===== config.mk =====
export PLATFORM = sky130hd
export DESIGN_NAME = csp_ctrl
export DESIGN_NICKNAME = d
export VERILOG_FILES = /design/src/include/csp_pkg.sv /design/src/hdl/csp_ctrl.sv /design/src/hdl/csp_sync.sv /design/src/hdl/csp_modcnt.sv
export VERILOG_INCLUDE_DIRS = /design/src /design/src/include
export SDC_FILE = /design/constraint.sdc
export NUM_CORES = 1
export LEC_CHECK = 0
export ABC_AREA = 1
export BUFFER_PORTS_ARGS = -buffer_cell sky130_fd_sc_hd__buf_2
export CAP_MARGIN = 15
export CORE_AREA = 2 2 138 140
export DETAILED_ROUTE_END_ITERATION = 6
export DIE_AREA = 0 0 140 142
export PLACE_DENSITY_LB_ADDON = 0.25
export SLEW_MARGIN = 20
export SYNTH_ARGS = -nofsm -noshare
export SYNTH_HDL_FRONTEND = slang
export SYNTH_SLANG_ARGS = --single-unit
export TNS_END_PERCENT = 1

===== constraint.sdc =====
create_clock -name clock_i -period 3.3 [get_ports clock_i]
set_input_delay 0.165 -clock clock_i [delete_from_list [all_inputs] [get_ports clock_i]]
set_output_delay 0.165 -clock clock_i [all_outputs]
set_load 0.01 [all_outputs]

===== src/include/csp_cfg.svh =====
`ifndef CSP_CFG_SVH
`define CSP_CFG_SVH

// Configuration-space functions.
`define CSP_FUNC_CTRL      1'b0
`define CSP_FUNC_WIN       1'b1

// Register indices.
`define CSP_OFS_WIN_BASE   8'h10
`define CSP_OFS_IRQ_SPD    8'h8c
`define CSP_OFS_MOD_OFF    8'h94
`define CSP_OFS_MOD_ON     8'h95
`define CSP_OFS_CPU_SUSPEND_REQUEST_N_CFG   8'h96
`define CSP_OFS_CPU_SUSPEND_REQUEST_N_CMD   8'hae
`define CSP_OFS_CLK_STOP   8'hbc

// Reset values.
`define CSP_RST_WIN_BASE   24'h000000
`define CSP_RST_BYTE       8'h00

// Suspend configuration fields.
`define CSP_SC_MOD_EN      0
`define CSP_SC_SMI_HOLD    1
`define CSP_SC_3V_MODE     2
`define CSP_SC_ISA_GATE    3
`define CSP_SC_SAVE_OFF    4
`define CSP_SC_USED_MASK   8'h1f

// Clock stop control fields.
`define CSP_CS_STOP        0
`define CSP_CS_DELAY_LSB   4
`define CSP_CS_USED_MASK   8'hf1

// Power management window layout.
`define CSP_WIN_LSB        8
`define CSP_WIN_SPD_CLR    8'h08
`define CSP_WIN_TIMER_HI   4'hf

// Timing.
`define CSP_CLK_MHZ        250
`define CSP_MOD_TICK_US    32
`define CSP_MS_US          1000
`define CSP_TICK32_CYC     (`CSP_MOD_TICK_US * `CSP_CLK_MHZ)
`define CSP_MS_CYC         (`CSP_MS_US * `CSP_CLK_MHZ)
`define CSP_STRAP_WAIT     2'h3

`endif


===== src/include/csp_pkg.sv =====
package csp_pkg;

  typedef enum logic [2:0] {
    CSP_IDLE,
    CSP_REQ,
    CSP_HELD,
    CSP_DEEP,
    CSP_RESYNC
  } csp_state_e;

  typedef logic [7:0] csp_byte_t;

endpackage : csp_pkg


===== src/hdl/csp_ctrl.sv =====
`timescale 1ns/1ns
`default_nettype none
`include "csp_cfg.svh"

// Summary of operation
// - Bus master requests pass through in every power state.
// - Suspend config bit 4 low gates internal clocks during Active Idle.
// - Suspend config bit 3 adds the ISA clock to that gating.
// - Suspend config bit 2 enables processor power-down while suspended.
// - Suspend request asserts on command, drops on interrupt or management event.
// - Suspend config bit 0 toggles the suspend request by off/on counts.
// - Bit 1 chooses speedup timer or hold until speedup-disable read on MGMT_INTERRUPT_EVENT.
// - Bit 1 has no effect while modulation is disabled.
// - Deep suspend output asserts only after the suspend handshake completes.
// - Timers and MGMT_INTERRUPT_EVENT response keep running while system clocks are stopped.
// - Any MGMT_INTERRUPT_EVENT or unmasked interrupt drops the deep suspend output.
// - After deep suspend, request stays active for the programmed 0-15 ms delay.
// - Management interrupt output stays asserted throughout the re-sync delay.
// - Deep suspend pin is sampled after reset; that level is its inactive level.
// - Top 16 bytes of the window always map the ACPI timer.
// - Clock stop bit 0 makes a suspend command go to full deep suspend.
// - Modulation off/on counts are 8-bit counts of 32 us intervals.
module csp_ctrl #(
  parameter int unsigned TICK32_CYC = `CSP_TICK32_CYC,
  parameter int unsigned MS_CYC     = `CSP_MS_CYC,
  parameter int unsigned BM_W       = 4
) (
  input  wire logic             clock_i,
  input  wire logic             resetn_i,
  input  wire logic             ce_i,
  input  wire logic             cfg_rd_i,
  input  wire logic             cfg_wr_i,
  input  wire logic             cfg_func_i,
  input  wire logic [7:0]       cfg_addr_i,
  input  wire logic [31:0]      cfg_wdata_i,
  output logic      [31:0]      cfg_rdata_o,
  input  wire logic             mem_rd_i,
  input  wire logic [31:0]      mem_addr_i,
  output logic                  mem_hit_o,
  output logic      [31:0]      mem_rdata_o,
  input  wire logic             cpu_suspend_ack_n_i,
  input  wire logic             cpu_interrupt_request_i,
  input  wire logic             irq_unmasked_i,
  input  wire logic             mgmt_interrupt_event_i,
  input  wire logic             clk_32k_i,
  input  wire logic [BM_W-1:0]  bm_req_i,
  output logic      [BM_W-1:0]  bm_req_o,
  output logic                  cpu_suspend_request_n_o,
  output logic                  mgmt_interrupt_n_o,
  input  wire logic             deep_suspend_clock_gate_i,
  output logic                  deep_suspend_clock_gate_o,
  output logic                  deep_suspend_clock_gate_oe_o,
  output logic                  core_clock_gate_o,
  output logic                  isa_clock_gate_o,
  output logic                  cpu_power_down_o
);

  function automatic logic cfg_hit(input logic f, input logic [7:0] a,
                                   input logic want_f, input logic [7:0] want_a);
    cfg_hit = (f == want_f) && (a == want_a);
  endfunction : cfg_hit

  function automatic logic [7:0] dec_sat(input logic [7:0] v);
    dec_sat = (v == 8'h00) ? 8'h00 : v - 8'h01;
  endfunction : dec_sat

  // Synchronised pins.
  logic [5:0] pins_q;
  logic       ack_q;
  logic       cpu_interrupt_request_q;
  logic       irq_q;
  logic       smi_q;
  logic       k32_q;
  logic       deep_pin_q;

  csp_sync #(
    .W   (6),
    .RST (6'h01)
  ) u_sync (
    .clock_i  (clock_i),
    .resetn_i (resetn_i),
    .ce_i     (ce_i),
    .d_i      ({deep_suspend_clock_gate_i, clk_32k_i, mgmt_interrupt_event_i,
                irq_unmasked_i, cpu_interrupt_request_i, cpu_suspend_ack_n_i}),
    .q_o      (pins_q)
  );

  assign ack_q      = ~pins_q[0];
  assign cpu_interrupt_request_q     = pins_q[1];
  assign irq_q      = pins_q[2];
  assign smi_q      = pins_q[3];
  assign k32_q      = pins_q[4];
  assign deep_pin_q = pins_q[5];

  logic cpu_interrupt_request_d_ff;
  logic irq_d_ff;
  logic smi_d_ff;
  logic k32_d_ff;

  always_ff @(posedge clock_i or negedge resetn_i)
  begin
    if (!resetn_i)
    begin
      cpu_interrupt_request_d_ff <= 1'b0;
      irq_d_ff  <= 1'b0;
      smi_d_ff  <= 1'b0;
      k32_d_ff  <= 1'b0;
    end
    else if (ce_i)
    begin
      cpu_interrupt_request_d_ff <= cpu_interrupt_request_q;
      irq_d_ff  <= irq_q;
      smi_d_ff  <= smi_q;
      k32_d_ff  <= k32_q;
    end
  end

  logic smi_ev;
  logic irq_ev;
  logic wake;
  assign smi_ev = smi_q & ~smi_d_ff;
  assign irq_ev = (cpu_interrupt_request_q & ~cpu_interrupt_request_d_ff) | (irq_q & ~irq_d_ff);
  assign wake   = smi_q | cpu_interrupt_request_q | irq_q;

  // Registers.
  logic [23:0]         win_base_ff;
  csp_pkg::csp_byte_t  irq_spd_ff;
  csp_pkg::csp_byte_t  mod_off_ff;
  csp_pkg::csp_byte_t  mod_on_ff;
  csp_pkg::csp_byte_t  cpu_suspend_request_n_cfg_ff;
  csp_pkg::csp_byte_t  clk_stop_ff;
  logic                cpu_suspend_request_n_cmd_ff;

  always_ff @(posedge clock_i or negedge resetn_i)
  begin
    if (!resetn_i)
    begin
      win_base_ff <= `CSP_RST_WIN_BASE;
      irq_spd_ff  <= `CSP_RST_BYTE;
      mod_off_ff  <= `CSP_RST_BYTE;
      mod_on_ff   <= `CSP_RST_BYTE;
      cpu_suspend_request_n_cfg_ff <= `CSP_RST_BYTE;
      clk_stop_ff <= `CSP_RST_BYTE;
      cpu_suspend_request_n_cmd_ff <= 1'b0;
    end
    else if (ce_i)
    begin
      cpu_suspend_request_n_cmd_ff <= cfg_wr_i && cfg_hit(cfg_func_i, cfg_addr_i, `CSP_FUNC_CTRL,
                                         `CSP_OFS_CPU_SUSPEND_REQUEST_N_CMD);
      if (cfg_wr_i)
      begin
        if (cfg_hit(cfg_func_i, cfg_addr_i, `CSP_FUNC_WIN, `CSP_OFS_WIN_BASE))
          win_base_ff <= cfg_wdata_i[31:`CSP_WIN_LSB];
        if (cfg_hit(cfg_func_i, cfg_addr_i, `CSP_FUNC_CTRL, `CSP_OFS_IRQ_SPD))
          irq_spd_ff <= cfg_wdata_i[7:0];
        if (cfg_hit(cfg_func_i, cfg_addr_i, `CSP_FUNC_CTRL, `CSP_OFS_MOD_OFF))
          mod_off_ff <= cfg_wdata_i[7:0];
        if (cfg_hit(cfg_func_i, cfg_addr_i, `CSP_FUNC_CTRL, `CSP_OFS_MOD_ON))
          mod_on_ff <= cfg_wdata_i[7:0];
        if (cfg_hit(cfg_func_i, cfg_addr_i, `CSP_FUNC_CTRL, `CSP_OFS_CPU_SUSPEND_REQUEST_N_CFG))
          cpu_suspend_request_n_cfg_ff <= cfg_wdata_i[7:0] & `CSP_SC_USED_MASK;
        if (cfg_hit(cfg_func_i, cfg_addr_i, `CSP_FUNC_CTRL, `CSP_OFS_CLK_STOP))
          clk_stop_ff <= cfg_wdata_i[7:0] & `CSP_CS_USED_MASK;
      end
    end
  end

  always_ff @(posedge clock_i or negedge resetn_i)
  begin
    if (!resetn_i)
      cfg_rdata_o <= 32'h0000_0000;
    else if (ce_i && cfg_rd_i)
    begin
      cfg_rdata_o <= 32'h0000_0000;
      if (cfg_hit(cfg_func_i, cfg_addr_i, `CSP_FUNC_WIN, `CSP_OFS_WIN_BASE))
        cfg_rdata_o <= {win_base_ff, 8'h00};
      if (cfg_hit(cfg_func_i, cfg_addr_i, `CSP_FUNC_CTRL, `CSP_OFS_IRQ_SPD))
        cfg_rdata_o <= {24'h000000, irq_spd_ff};
      if (cfg_hit(cfg_func_i, cfg_addr_i, `CSP_FUNC_CTRL, `CSP_OFS_MOD_OFF))
        cfg_rdata_o <= {24'h000000, mod_off_ff};
      if (cfg_hit(cfg_func_i, cfg_addr_i, `CSP_FUNC_CTRL, `CSP_OFS_MOD_ON))
        cfg_rdata_o <= {24'h000000, mod_on_ff};
      if (cfg_hit(cfg_func_i, cfg_addr_i, `CSP_FUNC_CTRL, `CSP_OFS_CPU_SUSPEND_REQUEST_N_CFG))
        cfg_rdata_o <= {24'h000000, cpu_suspend_request_n_cfg_ff};
      if (cfg_hit(cfg_func_i, cfg_addr_i, `CSP_FUNC_CTRL, `CSP_OFS_CLK_STOP))
        cfg_rdata_o <= {24'h000000, clk_stop_ff};
    end
  end

  logic mod_en;
  assign mod_en = cpu_suspend_request_n_cfg_ff[`CSP_SC_MOD_EN];

  // Timebases: the 32 us one free-runs, the ms one restarts on a deep-suspend wake; both keep counting while the system clocks are
  // gated, since this block runs from the always-on clock.
  logic [$clog2(TICK32_CYC)-1:0] pre32_ff;
  logic [$clog2(MS_CYC)-1:0]     prems_ff;
  logic                          tick32;
  logic                          tickms;
  logic                          ms_restart;

  assign tick32 = (pre32_ff == '0);
  assign tickms = (prems_ff == '0);

  always_ff @(posedge clock_i or negedge resetn_i)
  begin
    if (!resetn_i)
    begin
      pre32_ff <= '0;
      prems_ff <= '0;
    end
    else if (ce_i)
    begin
      pre32_ff <= tick32 ? ($clog2(TICK32_CYC))'(TICK32_CYC - 1) : pre32_ff - 1'b1;
      if (ms_restart || tickms)
        prems_ff <= ($clog2(MS_CYC))'(MS_CYC - 1);
      else
        prems_ff <= prems_ff - 1'b1;
    end
  end

  // Memory window decode.
  logic win_hit;
  logic spd_clr;
  assign win_hit = (mem_addr_i[31:`CSP_WIN_LSB] == win_base_ff);
  assign spd_clr = mem_rd_i && win_hit && (mem_addr_i[7:0] == `CSP_WIN_SPD_CLR);

  logic [23:0] acpi_tmr_ff;

  always_ff @(posedge clock_i or negedge resetn_i)
  begin
    if (!resetn_i)
    begin
      acpi_tmr_ff <= 24'h000000;
      mem_hit_o   <= 1'b0;
      mem_rdata_o <= 32'h0000_0000;
    end
    else if (ce_i)
    begin
      if (k32_q && !k32_d_ff)
        acpi_tmr_ff <= acpi_tmr_ff + 24'h000001;
      mem_hit_o   <= mem_rd_i && win_hit;
      mem_rdata_o <= 32'h0000_0000;
      if (mem_rd_i && win_hit && mem_addr_i[7:4] == `CSP_WIN_TIMER_HI)
        mem_rdata_o <= {8'h00, acpi_tmr_ff};
    end
  end

  // Speedup handling.
  csp_pkg::csp_byte_t irq_cnt_ff;
  logic               smi_hold_ff;
  logic               speedup;

  always_ff @(posedge clock_i or negedge resetn_i)
  begin
    if (!resetn_i)
    begin
      irq_cnt_ff  <= 8'h00;
      smi_hold_ff <= 1'b0;
    end
    else if (ce_i)
    begin
      if (mod_en && (irq_ev || (smi_ev && !cpu_suspend_request_n_cfg_ff[`CSP_SC_SMI_HOLD])))
        irq_cnt_ff <= irq_spd_ff;
      else if (tickms)
        irq_cnt_ff <= dec_sat(irq_cnt_ff);
      if (!mod_en)
        smi_hold_ff <= 1'b0;
      else if (smi_ev && cpu_suspend_request_n_cfg_ff[`CSP_SC_SMI_HOLD])
        smi_hold_ff <= 1'b1;
      else if (spd_clr)
        smi_hold_ff <= 1'b0;
    end
  end

  assign speedup = (irq_cnt_ff != 8'h00) || smi_hold_ff;

  // Suspend state machine.
  csp_pkg::csp_state_e state_ff;
  csp_pkg::csp_state_e nxt_state;
  logic [3:0]          resync_ff;
  logic                mod_assert;

  always_comb
  begin
    nxt_state = state_ff;
    case (state_ff)
      csp_pkg::CSP_IDLE:
        if (cpu_suspend_request_n_cmd_ff)
          nxt_state = csp_pkg::CSP_REQ;
      csp_pkg::CSP_REQ:
        if (wake)
          nxt_state = csp_pkg::CSP_IDLE;
        else if (ack_q)
          nxt_state = clk_stop_ff[`CSP_CS_STOP] ? csp_pkg::CSP_DEEP
                                                : csp_pkg::CSP_HELD;
      csp_pkg::CSP_HELD:
        if (wake)
          nxt_state = csp_pkg::CSP_IDLE;
      csp_pkg::CSP_DEEP:
        if (wake)
          nxt_state = csp_pkg::CSP_RESYNC;
      csp_pkg::CSP_RESYNC:
        if (resync_ff == 4'h0)
          nxt_state = csp_pkg::CSP_IDLE;
      default:
        nxt_state = csp_pkg::CSP_IDLE;
    endcase
  end

  assign ms_restart = (state_ff == csp_pkg::CSP_DEEP) && wake;

  always_ff @(posedge clock_i or negedge resetn_i)
  begin
    if (!resetn_i)
    begin
      state_ff  <= csp_pkg::CSP_IDLE;
      resync_ff <= 4'h0;
    end
    else if (ce_i)
    begin
      state_ff <= nxt_state;
      if (ms_restart)
        resync_ff <= clk_stop_ff[`CSP_CS_DELAY_LSB +: 4];
      else if (tickms && resync_ff != 4'h0)
        resync_ff <= resync_ff - 4'h1;
    end
  end

  csp_modcnt #(
    .W (8)
  ) u_mod (
    .clock_i   (clock_i),
    .resetn_i  (resetn_i),
    .ce_i      (ce_i),
    .run_i     (mod_en && !speedup && state_ff == csp_pkg::CSP_IDLE),
    .tick_i    (tick32),
    .off_cnt_i (mod_off_ff),
    .on_cnt_i  (mod_on_ff),
    .assert_o  (mod_assert)
  );

  // Deep suspend pin: level seen after reset is its inactive level.
  logic [1:0] strap_cnt_ff;
  logic       strap_ff;
  logic       strap_done_ff;

  always_ff @(posedge clock_i or negedge resetn_i)
  begin
    if (!resetn_i)
    begin
      strap_cnt_ff  <= 2'h0;
      strap_ff      <= 1'b0;
      strap_done_ff <= 1'b0;
    end
    else if (ce_i && !strap_done_ff)
    begin
      strap_cnt_ff <= strap_cnt_ff + 2'h1;
      if (strap_cnt_ff == `CSP_STRAP_WAIT)
      begin
        strap_ff      <= deep_pin_q;
        strap_done_ff <= 1'b1;
      end
    end
  end

  // Output registers.
  logic active_idle;
  logic in_cpu_suspend_request_n;
  assign in_cpu_suspend_request_n     = (state_ff != csp_pkg::CSP_IDLE);
  assign active_idle = ack_q && (state_ff == csp_pkg::CSP_IDLE) && !mod_assert;

  always_ff @(posedge clock_i or negedge resetn_i)
  begin
    if (!resetn_i)
    begin
      cpu_suspend_request_n_o      <= 1'b1;
      mgmt_interrupt_n_o           <= 1'b1;
      deep_suspend_clock_gate_o    <= 1'b0;
      deep_suspend_clock_gate_oe_o <= 1'b0;
      core_clock_gate_o            <= 1'b0;
      isa_clock_gate_o             <= 1'b0;
      cpu_power_down_o             <= 1'b0;
      bm_req_o                     <= '0;
    end
    else if (ce_i)
    begin
      cpu_suspend_request_n_o <= ~((nxt_state != csp_pkg::CSP_IDLE) ||
                                   (state_ff == csp_pkg::CSP_IDLE && mod_assert));
      mgmt_interrupt_n_o      <= ~(smi_q || nxt_state == csp_pkg::CSP_RESYNC);
      deep_suspend_clock_gate_o <= (nxt_state == csp_pkg::CSP_DEEP) ? ~strap_ff
                                                                     : strap_ff;
      deep_suspend_clock_gate_oe_o <= strap_done_ff;
      core_clock_gate_o <= active_idle && !cpu_suspend_request_n_cfg_ff[`CSP_SC_SAVE_OFF];
      isa_clock_gate_o  <= active_idle && !cpu_suspend_request_n_cfg_ff[`CSP_SC_SAVE_OFF]
                           && cpu_suspend_request_n_cfg_ff[`CSP_SC_ISA_GATE];
      cpu_power_down_o  <= cpu_suspend_request_n_cfg_ff[`CSP_SC_3V_MODE] && in_cpu_suspend_request_n
                           && (state_ff != csp_pkg::CSP_REQ);
      bm_req_o          <= bm_req_i;
    end
  end

endmodule : csp_ctrl

`default_nettype wire


===== src/hdl/csp_sync.sv =====
`timescale 1ns/1ns
`default_nettype none

// Two-stage synchroniser; the first stage feeds only the second.
module csp_sync #(
  parameter int unsigned     W   = 1,
  parameter logic [W-1:0]    RST = '0
) (
  input  wire logic          clock_i,
  input  wire logic          resetn_i,
  input  wire logic          ce_i,
  input  wire logic [W-1:0]  d_i,
  output logic      [W-1:0]  q_o
);

  logic [W-1:0] meta_ff;

  always_ff @(posedge clock_i or negedge resetn_i)
  begin
    if (!resetn_i)
    begin
      meta_ff <= RST;
      q_o     <= RST;
    end
    else if (ce_i)
    begin
      meta_ff <= d_i;
      q_o     <= meta_ff;
    end
  end

endmodule : csp_sync

`default_nettype wire


===== src/hdl/csp_modcnt.sv =====
`timescale 1ns/1ns
`default_nettype none

// Suspend modulation: alternates an asserted phase of off_cnt_i+1 ticks and a
// released phase of on_cnt_i+1 ticks while run_i is high.
module csp_modcnt #(
  parameter int unsigned W = 8
) (
  input  wire logic          clock_i,
  input  wire logic          resetn_i,
  input  wire logic          ce_i,
  input  wire logic          run_i,
  input  wire logic          tick_i,
  input  wire logic [W-1:0]  off_cnt_i,
  input  wire logic [W-1:0]  on_cnt_i,
  output logic               assert_o
);

  logic [W-1:0] cnt_ff;

  always_ff @(posedge clock_i or negedge resetn_i)
  begin
    if (!resetn_i)
    begin
      cnt_ff   <= '0;
      assert_o <= 1'b0;
    end
    else if (ce_i)
    begin
      if (!run_i)
      begin
        cnt_ff   <= '0;
        assert_o <= 1'b0;
      end
      else if (tick_i)
      begin
        if (cnt_ff == '0)
        begin
          assert_o <= ~assert_o;
          cnt_ff   <= assert_o ? on_cnt_i : off_cnt_i;
        end
        else
        begin
          cnt_ff <= cnt_ff - 1'b1;
        end
      end
    end
  end

endmodule : csp_modcnt

`default_nettype wire


==> results of run 1 <==
## timing repair
item	in CTS	in global routing
hold buffers	43	0
buffers inserted	0	0
endpoints found under the setup margin	0	0
endpoints found under the hold margin	148	0
## state kept, by name, indices dropped and copies added (netlist names), 2 cells and up
name / cells
cfg_rdata_o: 32
acpi_tmr_ff: 24
mem_rdata_o: 24
win_base_ff: 24
prems_ff: 18
pre32_ff: 13
irq_cnt_ff: 8
irq_spd_ff: 8
mod_off_ff: 8
mod_on_ff: 8
u_mod.cnt_ff: 8
u_sync.meta_ff: 6
u_sync.q_o: 6
clk_stop_ff: 5
cpu_suspend_request_n_cfg_ff: 5
bm_req_o: 4
resync_ff: 4
state_ff: 3
strap_cnt_ff: 2
## power groups by stage
stage	Clock, uW	Sequential, uW	Combinational, uW
6_report	2780	3270	1060
5_1_grt	2920	3300	1210
4_1_cts	2810	3260	1060
3_5_place_dp	0	3300	1010
3_3_place_gp	0	3290	975
2_1_floorplan	0	3260	721
## area by class of cell
class | instances | share of cell area, %
Inverter | 193 | 5.46
Sequential cell | 227 | 42.7
Clock buffer | 36 | 5.23
Clock inverter | 10 | 0.911
Tap cell | 234 | 2.20
Timing Repair Buffer | 206 | 9.65
Multi-Input combinational cell | 912 | 33.9
## cells in the final DEF (no fill, tap or decap), types with 6 or more instances in the layout
cell type / netlist / routed
o21ai_0: 97 / 97
inv_2: 8 / 8
o21ai_1: 25 / 25
clkbuf_16: 0 / 25
buf_2: 8 / 155
nand4_1: 14 / 14
o31ai_1: 24 / 24
nor2_1: 100 / 100
dfrtp_1: 223 / 223
clkbuf_1: 16 / 8
nor3_1: 17 / 17
conb_1: 1 / 8
clkinv_2: 0 / 6
dlygate4sd3_1: 0 / 43
buf_4: 11 / 6
o21ai_2: 12 / 12
nand2_1: 427 / 426
nor2_4: 7 / 7
o211ai_1: 7 / 7
xor2_1: 28 / 28
ha_1: 8 / 8
xnor2_1: 18 / 18
nor2_2: 9 / 9
a21oi_1: 20 / 20
nand2_2: 8 / 9
nand3_1: 43 / 42
inv_1: 184 / 184
## logic make-up (layout without fill, tap and decap cells)
family	Yosys count	count (layout)	share of synthesized area [%]
AOI/OAI and AO/OA	198	198	10.2
xor gates and xnor gates	46	46	3.61
adders and majority gates	8	8	0.897
buffers and inverters	238	445	8.89
DFF	227	227	51.0
muxes	7	7	0.684
other	1	8	0.0336
and+or+nand+nor	645	645	24.7
## tightest hold or removal path: stages
cell and delay, ns:
buf_2 0.27, nand2_1 0.12, nand2_1 0.05
## metal layers
layer	share of wire [%]	routed length (um)	vias up	track usage [%]
met4	3.7	999	0	10.4
met1	43	11600	4539	36.8
li1	-	-	4687	-
met3	5.7	1540	71	4.48
met2	48	13100	283	47.2
met5	0	0	-	0
## Yosys cell counts (3+ instances only)
library cell	count	share of area, %
nand2_1	427	14
dfrtp_1	223	50
inv_1	184	6.2
nor2_1	100	3.4
o21ai_0	97	4.4
nand3_1	43	1.9
xor2_1	28	2.2
o21ai_1	25	1.1
o31ai_1	24	1.6
a21oi_1	20	0.90
xnor2_1	18	1.4
nor3_1	17	0.76
clkbuf_1	16	0.54
nand4_1	14	0.78
o21ai_2	12	0.94
buf_4	11	0.74
nor2_2	9	0.50
buf_2	8	0.36
ha_1	8	0.90
inv_2	8	0.27
nand2_2	8	0.45
nor2_4	7	0.71
o211ai_1	7	0.47
buf_6	6	0.61
mux2_2	5	0.50
nand3b_1	5	0.34
o22ai_1	5	0.28
buf_1	4	0.13
dfstp_2	4	0.94
nor4_1	3	0.17
or2_2	3	0.17
## how the worst max path moves through the flow
stage / from / end / cells after the start
global route: u_sync.q_o[3]$_DFFE_PN0P_ / resync_ff[1]$_DFFE_PN0P_ / 9
CTS: u_sync.q_o[3]$_DFFE_PN0P_ / resync_ff[1]$_DFFE_PN0P_ / 9
global placement: ce_i / u_mod.cnt_ff[3]$_DFFE_PN0P_ / 6
finish: u_sync.q_o[3]$_DFFE_PN0P_ / resync_ff[1]$_DFFE_PN0P_ / 9
detailed placement: u_sync.q_o[3]$_DFFE_PN0P_ / resync_ff[1]$_DFFE_PN0P_ / 9
floorplan: acpi_tmr_ff[0]$_DFFE_PN0P_ / acpi_tmr_ff[20]$_DFFE_PN0P_ / 9
## through the flow
step / hold slack, ns / util (%)
4_1_cts: 0.0896 / 72.2
3_3_place_gp: 0.226 / 65.4
3_5_place_dp: 0.226 / 65.4
5_1_grt: 0.117 / 72.2
2_1_floorplan: -0.131 / -
6_report: 0.110 / 72.2
==> out/metrics.csv, run 1 <==
stage;metric;value;unit
run_status;status;finished, violations left;
run_status;violations;design-rule violations;
hold_path;hp-start;ce_i;
worst_setup_path;worstSetupStartpointType;flip-flop;
floorplanning;initial_core_util;60.5;%
global_route;antenna_found_initial;0;
cells_and_area;n_fill_cell;1389;
worst_setup_path;reg2reg_depth;9;
drt;drt_iter0_drc;539;
cells_and_area;fin_cells;1818;
cells_and_area;drive_above_1_share;17.0;%
hold_path;hold_end;bm_req_o[1]$_DFFE_PN0P_;
clock_network;cts_made_buffers;25;
hold_path;hold_path_class;in -> reg;
clock_network;path_clk_slew;0.06;ns
cells_and_area;antenna_cells;0;
sta;fin_crit;2.20;ns
sta;hold_viol_final;0;
sta;fmax;455;MHz
global_route;grt_pass1_wl;45300;um
synthesis;ys_warn_count;0;
worst_setup_path;cp_num_buf_inv;2;
placed_design;dp.final_hpwl;18500;um
power_and_ir_drop;power_density;533;nW/um^2
worst_setup_path;worstSetupPathType;reg -> reg;
sta;slew_violations;0;
job;cap_violations;0;
worst_setup_path;crit_arrival;2.60;ns
global_route;grt_max_degree;91;
worst_setup_path;rrSetupSlack;1.10;ns
power_and_ir_drop;p_int;5100;uW
global_route;first_global_vias;9443;
sta;setup_viol;0;
synthesis;synth_ff_type;dfrtp_1;
clock_network;htree_levels;1;
power_and_ir_drop;peakVddDrop;0.430;mV
floorplanning;io_pins;165;
sta;finalCritPeriodShare;66.6;%
placed_design;place.port_buffers;156;
power_and_ir_drop;p_clk_share;39.1;%
placed_design;dp_cells;1729;
synthesis;synth_edf_count;0;
floorplanning;die-area;19900;um^2
hold_path;hold_depth;3;
cells_and_area;area_delta_synth_final;19.4;%
worst_setup_path;cpMaxStageDelayCell;nand4_1;
cells_and_area;final_area;13300;um^2
clock_network;clock_sinks;227;
sta;worst_slack;1.10;ns
power_and_ir_drop;p_leak;0.00703;uW
cells_and_area;seqCellArea;5690;um^2
worst_setup_path;end_kind;flip-flop;
drt;first_pass_iters;7;
power_and_ir_drop;power.share.combinational;15.0;%
synthesis;async_reset_ff_share;100;%
synthesis;synth_cell_type_count;50;
drt;drc;3;
worst_setup_path;worstReg2RegEnd;resync_ff[1]$_DFFE_PN0P_;
worst_setup_path;r2r_start;u_sync.q_o[3]$_DFFE_PN0P_;
clock_network;cts_repair_resize_count;0;
cells_and_area;multiInputGateArea;4510;um^2
floorplanning;die_y;142;um
clock_network;clk_latency;0.53;ns
synthesis;syn_area_per_cell;8.14;um^2
sta;fin_skew;0.0155;ns
placed_design;gp_congestion;0.855;
worst_setup_path;cp_slowest_stage_delay;0.38;ns
placed_design;dpl_worst_slack;1.13;ns
global_route;grt_use_total;27.9;%
power_and_ir_drop;pwr-share-seq;46.0;%
power_and_ir_drop;p_switching;2010;uW
drt;wl_per_cell;15.0;um
clock_network;cts_root_buf;clkbuf_16;
synthesis;seq_area_frac_synth;51.0;%
worst_setup_path;cpMostUsedCell;nand2_1;
drt;post_drt_via_cell_ratio;5.27;
drt;vias;9580;
worst_setup_path;critPathTopFamily;simple AND/OR/NAND/NOR gates;
worst_setup_path;cp.required;3.70;ns
sta;worst_pin_slew;0.867;ns
cells_and_area;finalNetCount;1662;
floorplanning;coreArea;18500;um^2
floorplanning;dieWidth;140;um
drt;routed_wl;27300;um
placed_design;placed_area;12100;um^2
power_and_ir_drop;sw_frac_of_total;28.3;%
power_and_ir_drop;total_power;7110;uW
clock_network;cts_tree;done;
floorplanning;core.rowCount;50;
worst_setup_path;worstPathCellList;inv_1 -> nand3_1 -> nand4_1 -> nand2_1 -> nand2_1 -> inv_1 -> nand2_1 -> nand2_1 -> o21ai_0;
sta;grt_setup_unrepaired;no;
clock_network;cts.path.max_buffers;3;
drt;ant_nets;0;
synthesis;synth_cells;1370;
synthesis;ys_seq_elements;227;
sta;tns;0;ns
global_route;overflow;0;
sta;maxSlewHeadroom;42.1;%
worst_setup_path;critPathMaxFanout;13;
synthesis;syn_area;11200;um^2
Power figures use the tool's default switching activity.
==> inputs of run 2 (changes only) <==
--- a/config.mk
+++ b/config.mk
@@ -9,9 +9,9 @@
 export ABC_AREA = 1
 export BUFFER_PORTS_ARGS = -buffer_cell sky130_fd_sc_hd__buf_2
 export CAP_MARGIN = 15
-export CORE_AREA = 2 2 138 140
+export CORE_AREA = 2 2 142 144
 export DETAILED_ROUTE_END_ITERATION = 6
-export DIE_AREA = 0 0 140 142
+export DIE_AREA = 0 0 144 146
 export PLACE_DENSITY_LB_ADDON = 0.25
 export SLEW_MARGIN = 20
 export SYNTH_ARGS = -nofsm -noshare
==> constraint.sdc (replaced) <==
create_clock -name clock_i -period 2.1 [get_ports clock_i]
set_input_delay 0.105 -clock clock_i [delete_from_list [all_inputs] [get_ports clock_i]]
set_output_delay 0.105 -clock clock_i [all_outputs]
set_load 0.01 [all_outputs]
==> run 2 against run 1 <==
Net effect: the flow now finishes without violations; hold slack got worse by 0.089 ns; setup slack worse by 0.90 ns; first-iteration DRC count rose by 7.8%; utilization down 2.7 points; cell count grew 2.5%; power is 54% higher; clock skew is 0.00075 ns lower; critical path type unchanged; highest routed layer unchanged.
==> out/metrics.csv, run 2 (synthesis results as in run 1) <==
stage;metric;value;unit;change
worst_setup_path;reg2reg_depth;8;;-1
cells_and_area;final_cell_mix;nand2_1 (426), dfrtp_1 (223), inv_1 (184), buf_2 (155), nor2_1 (100);;
sta;finalCritPeriodShare;90.2;%;+24 points
global_route;first_global_vias;9540;;+1.0%
drt;drc;0;;-3
floorplanning;core.rowCount;51;;+2.0%
sta;worst_pin_slew;0.642;ns;-0.224 ns
clock_network;cts.path.max_buffers;3;;unchanged
cells_and_area;area_delta_synth_final;20.5;%;
clock_network;clock_sinks;227;;unchanged
cells_and_area;regMostFlops;cfg_rdata_o;;
hold_path;hold_depth;4;;+1
worst_setup_path;worstSetupStartpointType;flip-flop;;
drt;post_drt_via_cell_ratio;5.13;;-2.6%
sta;fmax;528;MHz;+16%
sta;slew_violations;0;;unchanged
sta;hold_viol_final;0;;unchanged
cells_and_area;post-route-util;69.5;%;-2.7 points
cells_and_area;largest_reg_flops;32;;unchanged
clock_network;htree_levels;1;;unchanged
run_status;status;finished clean;;
worst_setup_path;crit_arrival;2.33;ns;-0.27 ns
drt;routed_wl;27200;um;-0.19%
placed_design;gp_congestion;0.895;;+4.6%
job;cap_violations;0;;unchanged
worst_setup_path;critPathMaxFanout;9;;-4
clock_network;cts_made_buffers;25;;unchanged
drt;vias;9562;;-0.19%
global_route;grt_pass1_wl;45300;um;about the same
placed_design;dp.final_hpwl;19000;um;+2.8%
clock_network;cts_root_buf;clkbuf_16;;
sta;setup_viol;0;;unchanged
worst_setup_path;cp.required;2.53;ns;-1.17 ns
cells_and_area;final_common_cell;nand2_1;;
floorplanning;io_pins;165;;unchanged
drt;first_pass_iters;5;;-2
drt;ant_nets;0;;unchanged
clock_network;path_clk_slew;0.06;ns;about the same
clock_network;cts_tree;done;;
floorplanning;die-area;21000;um^2;+5.8%
sta;maxSlewHeadroom;57.2;%;+15 points
sta;fin_skew;0.0148;ns;-0.000749 ns
drt;drt_iter0_drc;581;;+7.8%
clock_network;cts_repair_resize_count;0;;unchanged
sta;fin_crit;1.90;ns;-0.304 ns
floorplanning;die_y;146;um;+2.8%
sta;tns;0;ns;unchanged
power_and_ir_drop;power_density;813;nW/um^2;+53%
global_route;overflow;0;;unchanged
placed_design;place.port_buffers;156;;unchanged
global_route;grt_use_total;26.5;%;-1.4 points
hold_path;hold_path_class;in -> reg;;
drt;wl_per_cell;14.6;um;-2.6%
clock_network;clk_latency;0.53;ns;about the same
global_route;antenna_found_initial;1;;+1
sta;grt_setup_unrepaired;yes;;
global_route;grt_max_degree;67;;-26%
floorplanning;dieWidth;144;um;+2.9%
power_and_ir_drop;peakVddDrop;0.535;mV;+24%
cells_and_area;finalNetCount;1676;;+0.84%
floorplanning;coreArea;19300;um^2;+4.8%
floorplanning;initial_core_util;57.7;%;-2.8 points
worst_setup_path;worstSetupPathType;reg -> reg;;
power_and_ir_drop;total_power;10900;uW;+54%
clock_network;postCtsSetupBuffers;0;;unchanged
cells_and_area;drive_above_1_share;17.7;%;+0.68 points
worst_setup_path;end_kind;flip-flop;;
power_and_ir_drop;p_leak;0.00708;uW;+0.73%
## run 2: changes by cell type in the layout (fill, tap and decap cells not counted), sizes merged
cell,before,now
buf,163,176
bufinv,2,0
clkbuf,36,38
diode,0,1
dlygate4sd3,43,44
inv,195,194
## run 2: worst paths after layout
| check | slack, ns | from | endpoint |
|---|---|---|---|
| max in group asynchronous | 1.20 | resetn_i | win_base_ff[18]$_DFFE_PN0P_ |
| worst max-delay path | 0.21 | irq_cnt_ff[0]$_DFFE_PN0P_ | u_mod.cnt_ff[5]$_DFFE_PN0P_ |
| worst min register to register | 0.46 | u_sync.meta_ff[0]$_DFFE_PN1P_ | u_sync.meta_ff[0]$_DFFE_PN1P_ |
| min in group asynchronous | 0.12 | resetn_i | mod_off_ff[5]$_DFFE_PN0P_ |
| worst min-delay path | 0.02 | cfg_addr_i[4] | cpu_suspend_request_n_cmd_ff$_DFFE_PN0P_ |
| worst max register to register | 0.21 | irq_cnt_ff[0]$_DFFE_PN0P_ | u_mod.cnt_ff[5]$_DFFE_PN0P_ |
## run 2: critical path, stage by stage, from the launching register on
cell and delay [ns]:
dfrtp_1 0.38, inv_1 0.10, ha_1 0.22, nand4_1 0.13
nor2_1 0.16, nand4_1 0.22, nand2_1 0.14, nand2_1 0.21
o21ai_0 0.23
## run 2: routing by layer
metal / vias up / track usage [%] / wire length [um]
li1: 4697 / - / -
met1: 4519 / 34.3 / 11400
met2: 271 / 44.7 / 13400
met3: 75 / 4.11 / 1460
met4: 0 / 10.0 / 911
met5: - / 0 / 0
## run 2: through the flow
| stage | setup slack [ns] | instances | instance area (um^2) | hold WS, ns |
|---|---|---|---|---|
| 3_3_place_gp | 0.315 | 1773 | 12200 | 0.0739 |
| 4_1_cts | 0.226 | 1862 | 13400 | 0.00899 |
| 2_1_floorplan | 0.589 | 1377 | 11200 | -0.191 |
| 6_report | 0.205 | 1863 | 13400 | 0.0201 |
| 3_5_place_dp | 0.259 | 1773 | 12200 | 0.0712 |
| 5_1_grt | -0.0284 | 1863 | 13400 | 0.0344 |
## run 2: layout make-up
| class | count | area, um^2 |
|---|---|---|
| Fill cell | 1529 | 5890 |
| Sequential cell | 227 | 5690 |
| Multi-Input combinational cell | 912 | 4510 |
| Timing Repair Buffer | 220 | 1410 |
| Clock buffer | 38 | 734 |
| Inverter | 193 | 727 |
| Tap cell | 265 | 332 |
| Clock inverter | 7 | 38.8 |
| Antenna cell | 1 | 2.50 |
## run 2: power by group
| part | total [uW] | internal [uW] | switching, uW |
|---|---|---|---|
| Sequential | 5130 | 4780 | 349 |
| Clock | 4140 | 2400 | 1730 |
| Combinational | 1670 | 669 | 1000 |
| Total | 10900 | 7850 | 3080 |
## run 2: repair_timing
action / CTS / global route
hold buffers: 44 / 0
setup endpoints to repair: 0 / 3
endpoints found under the hold margin: 263 / 0
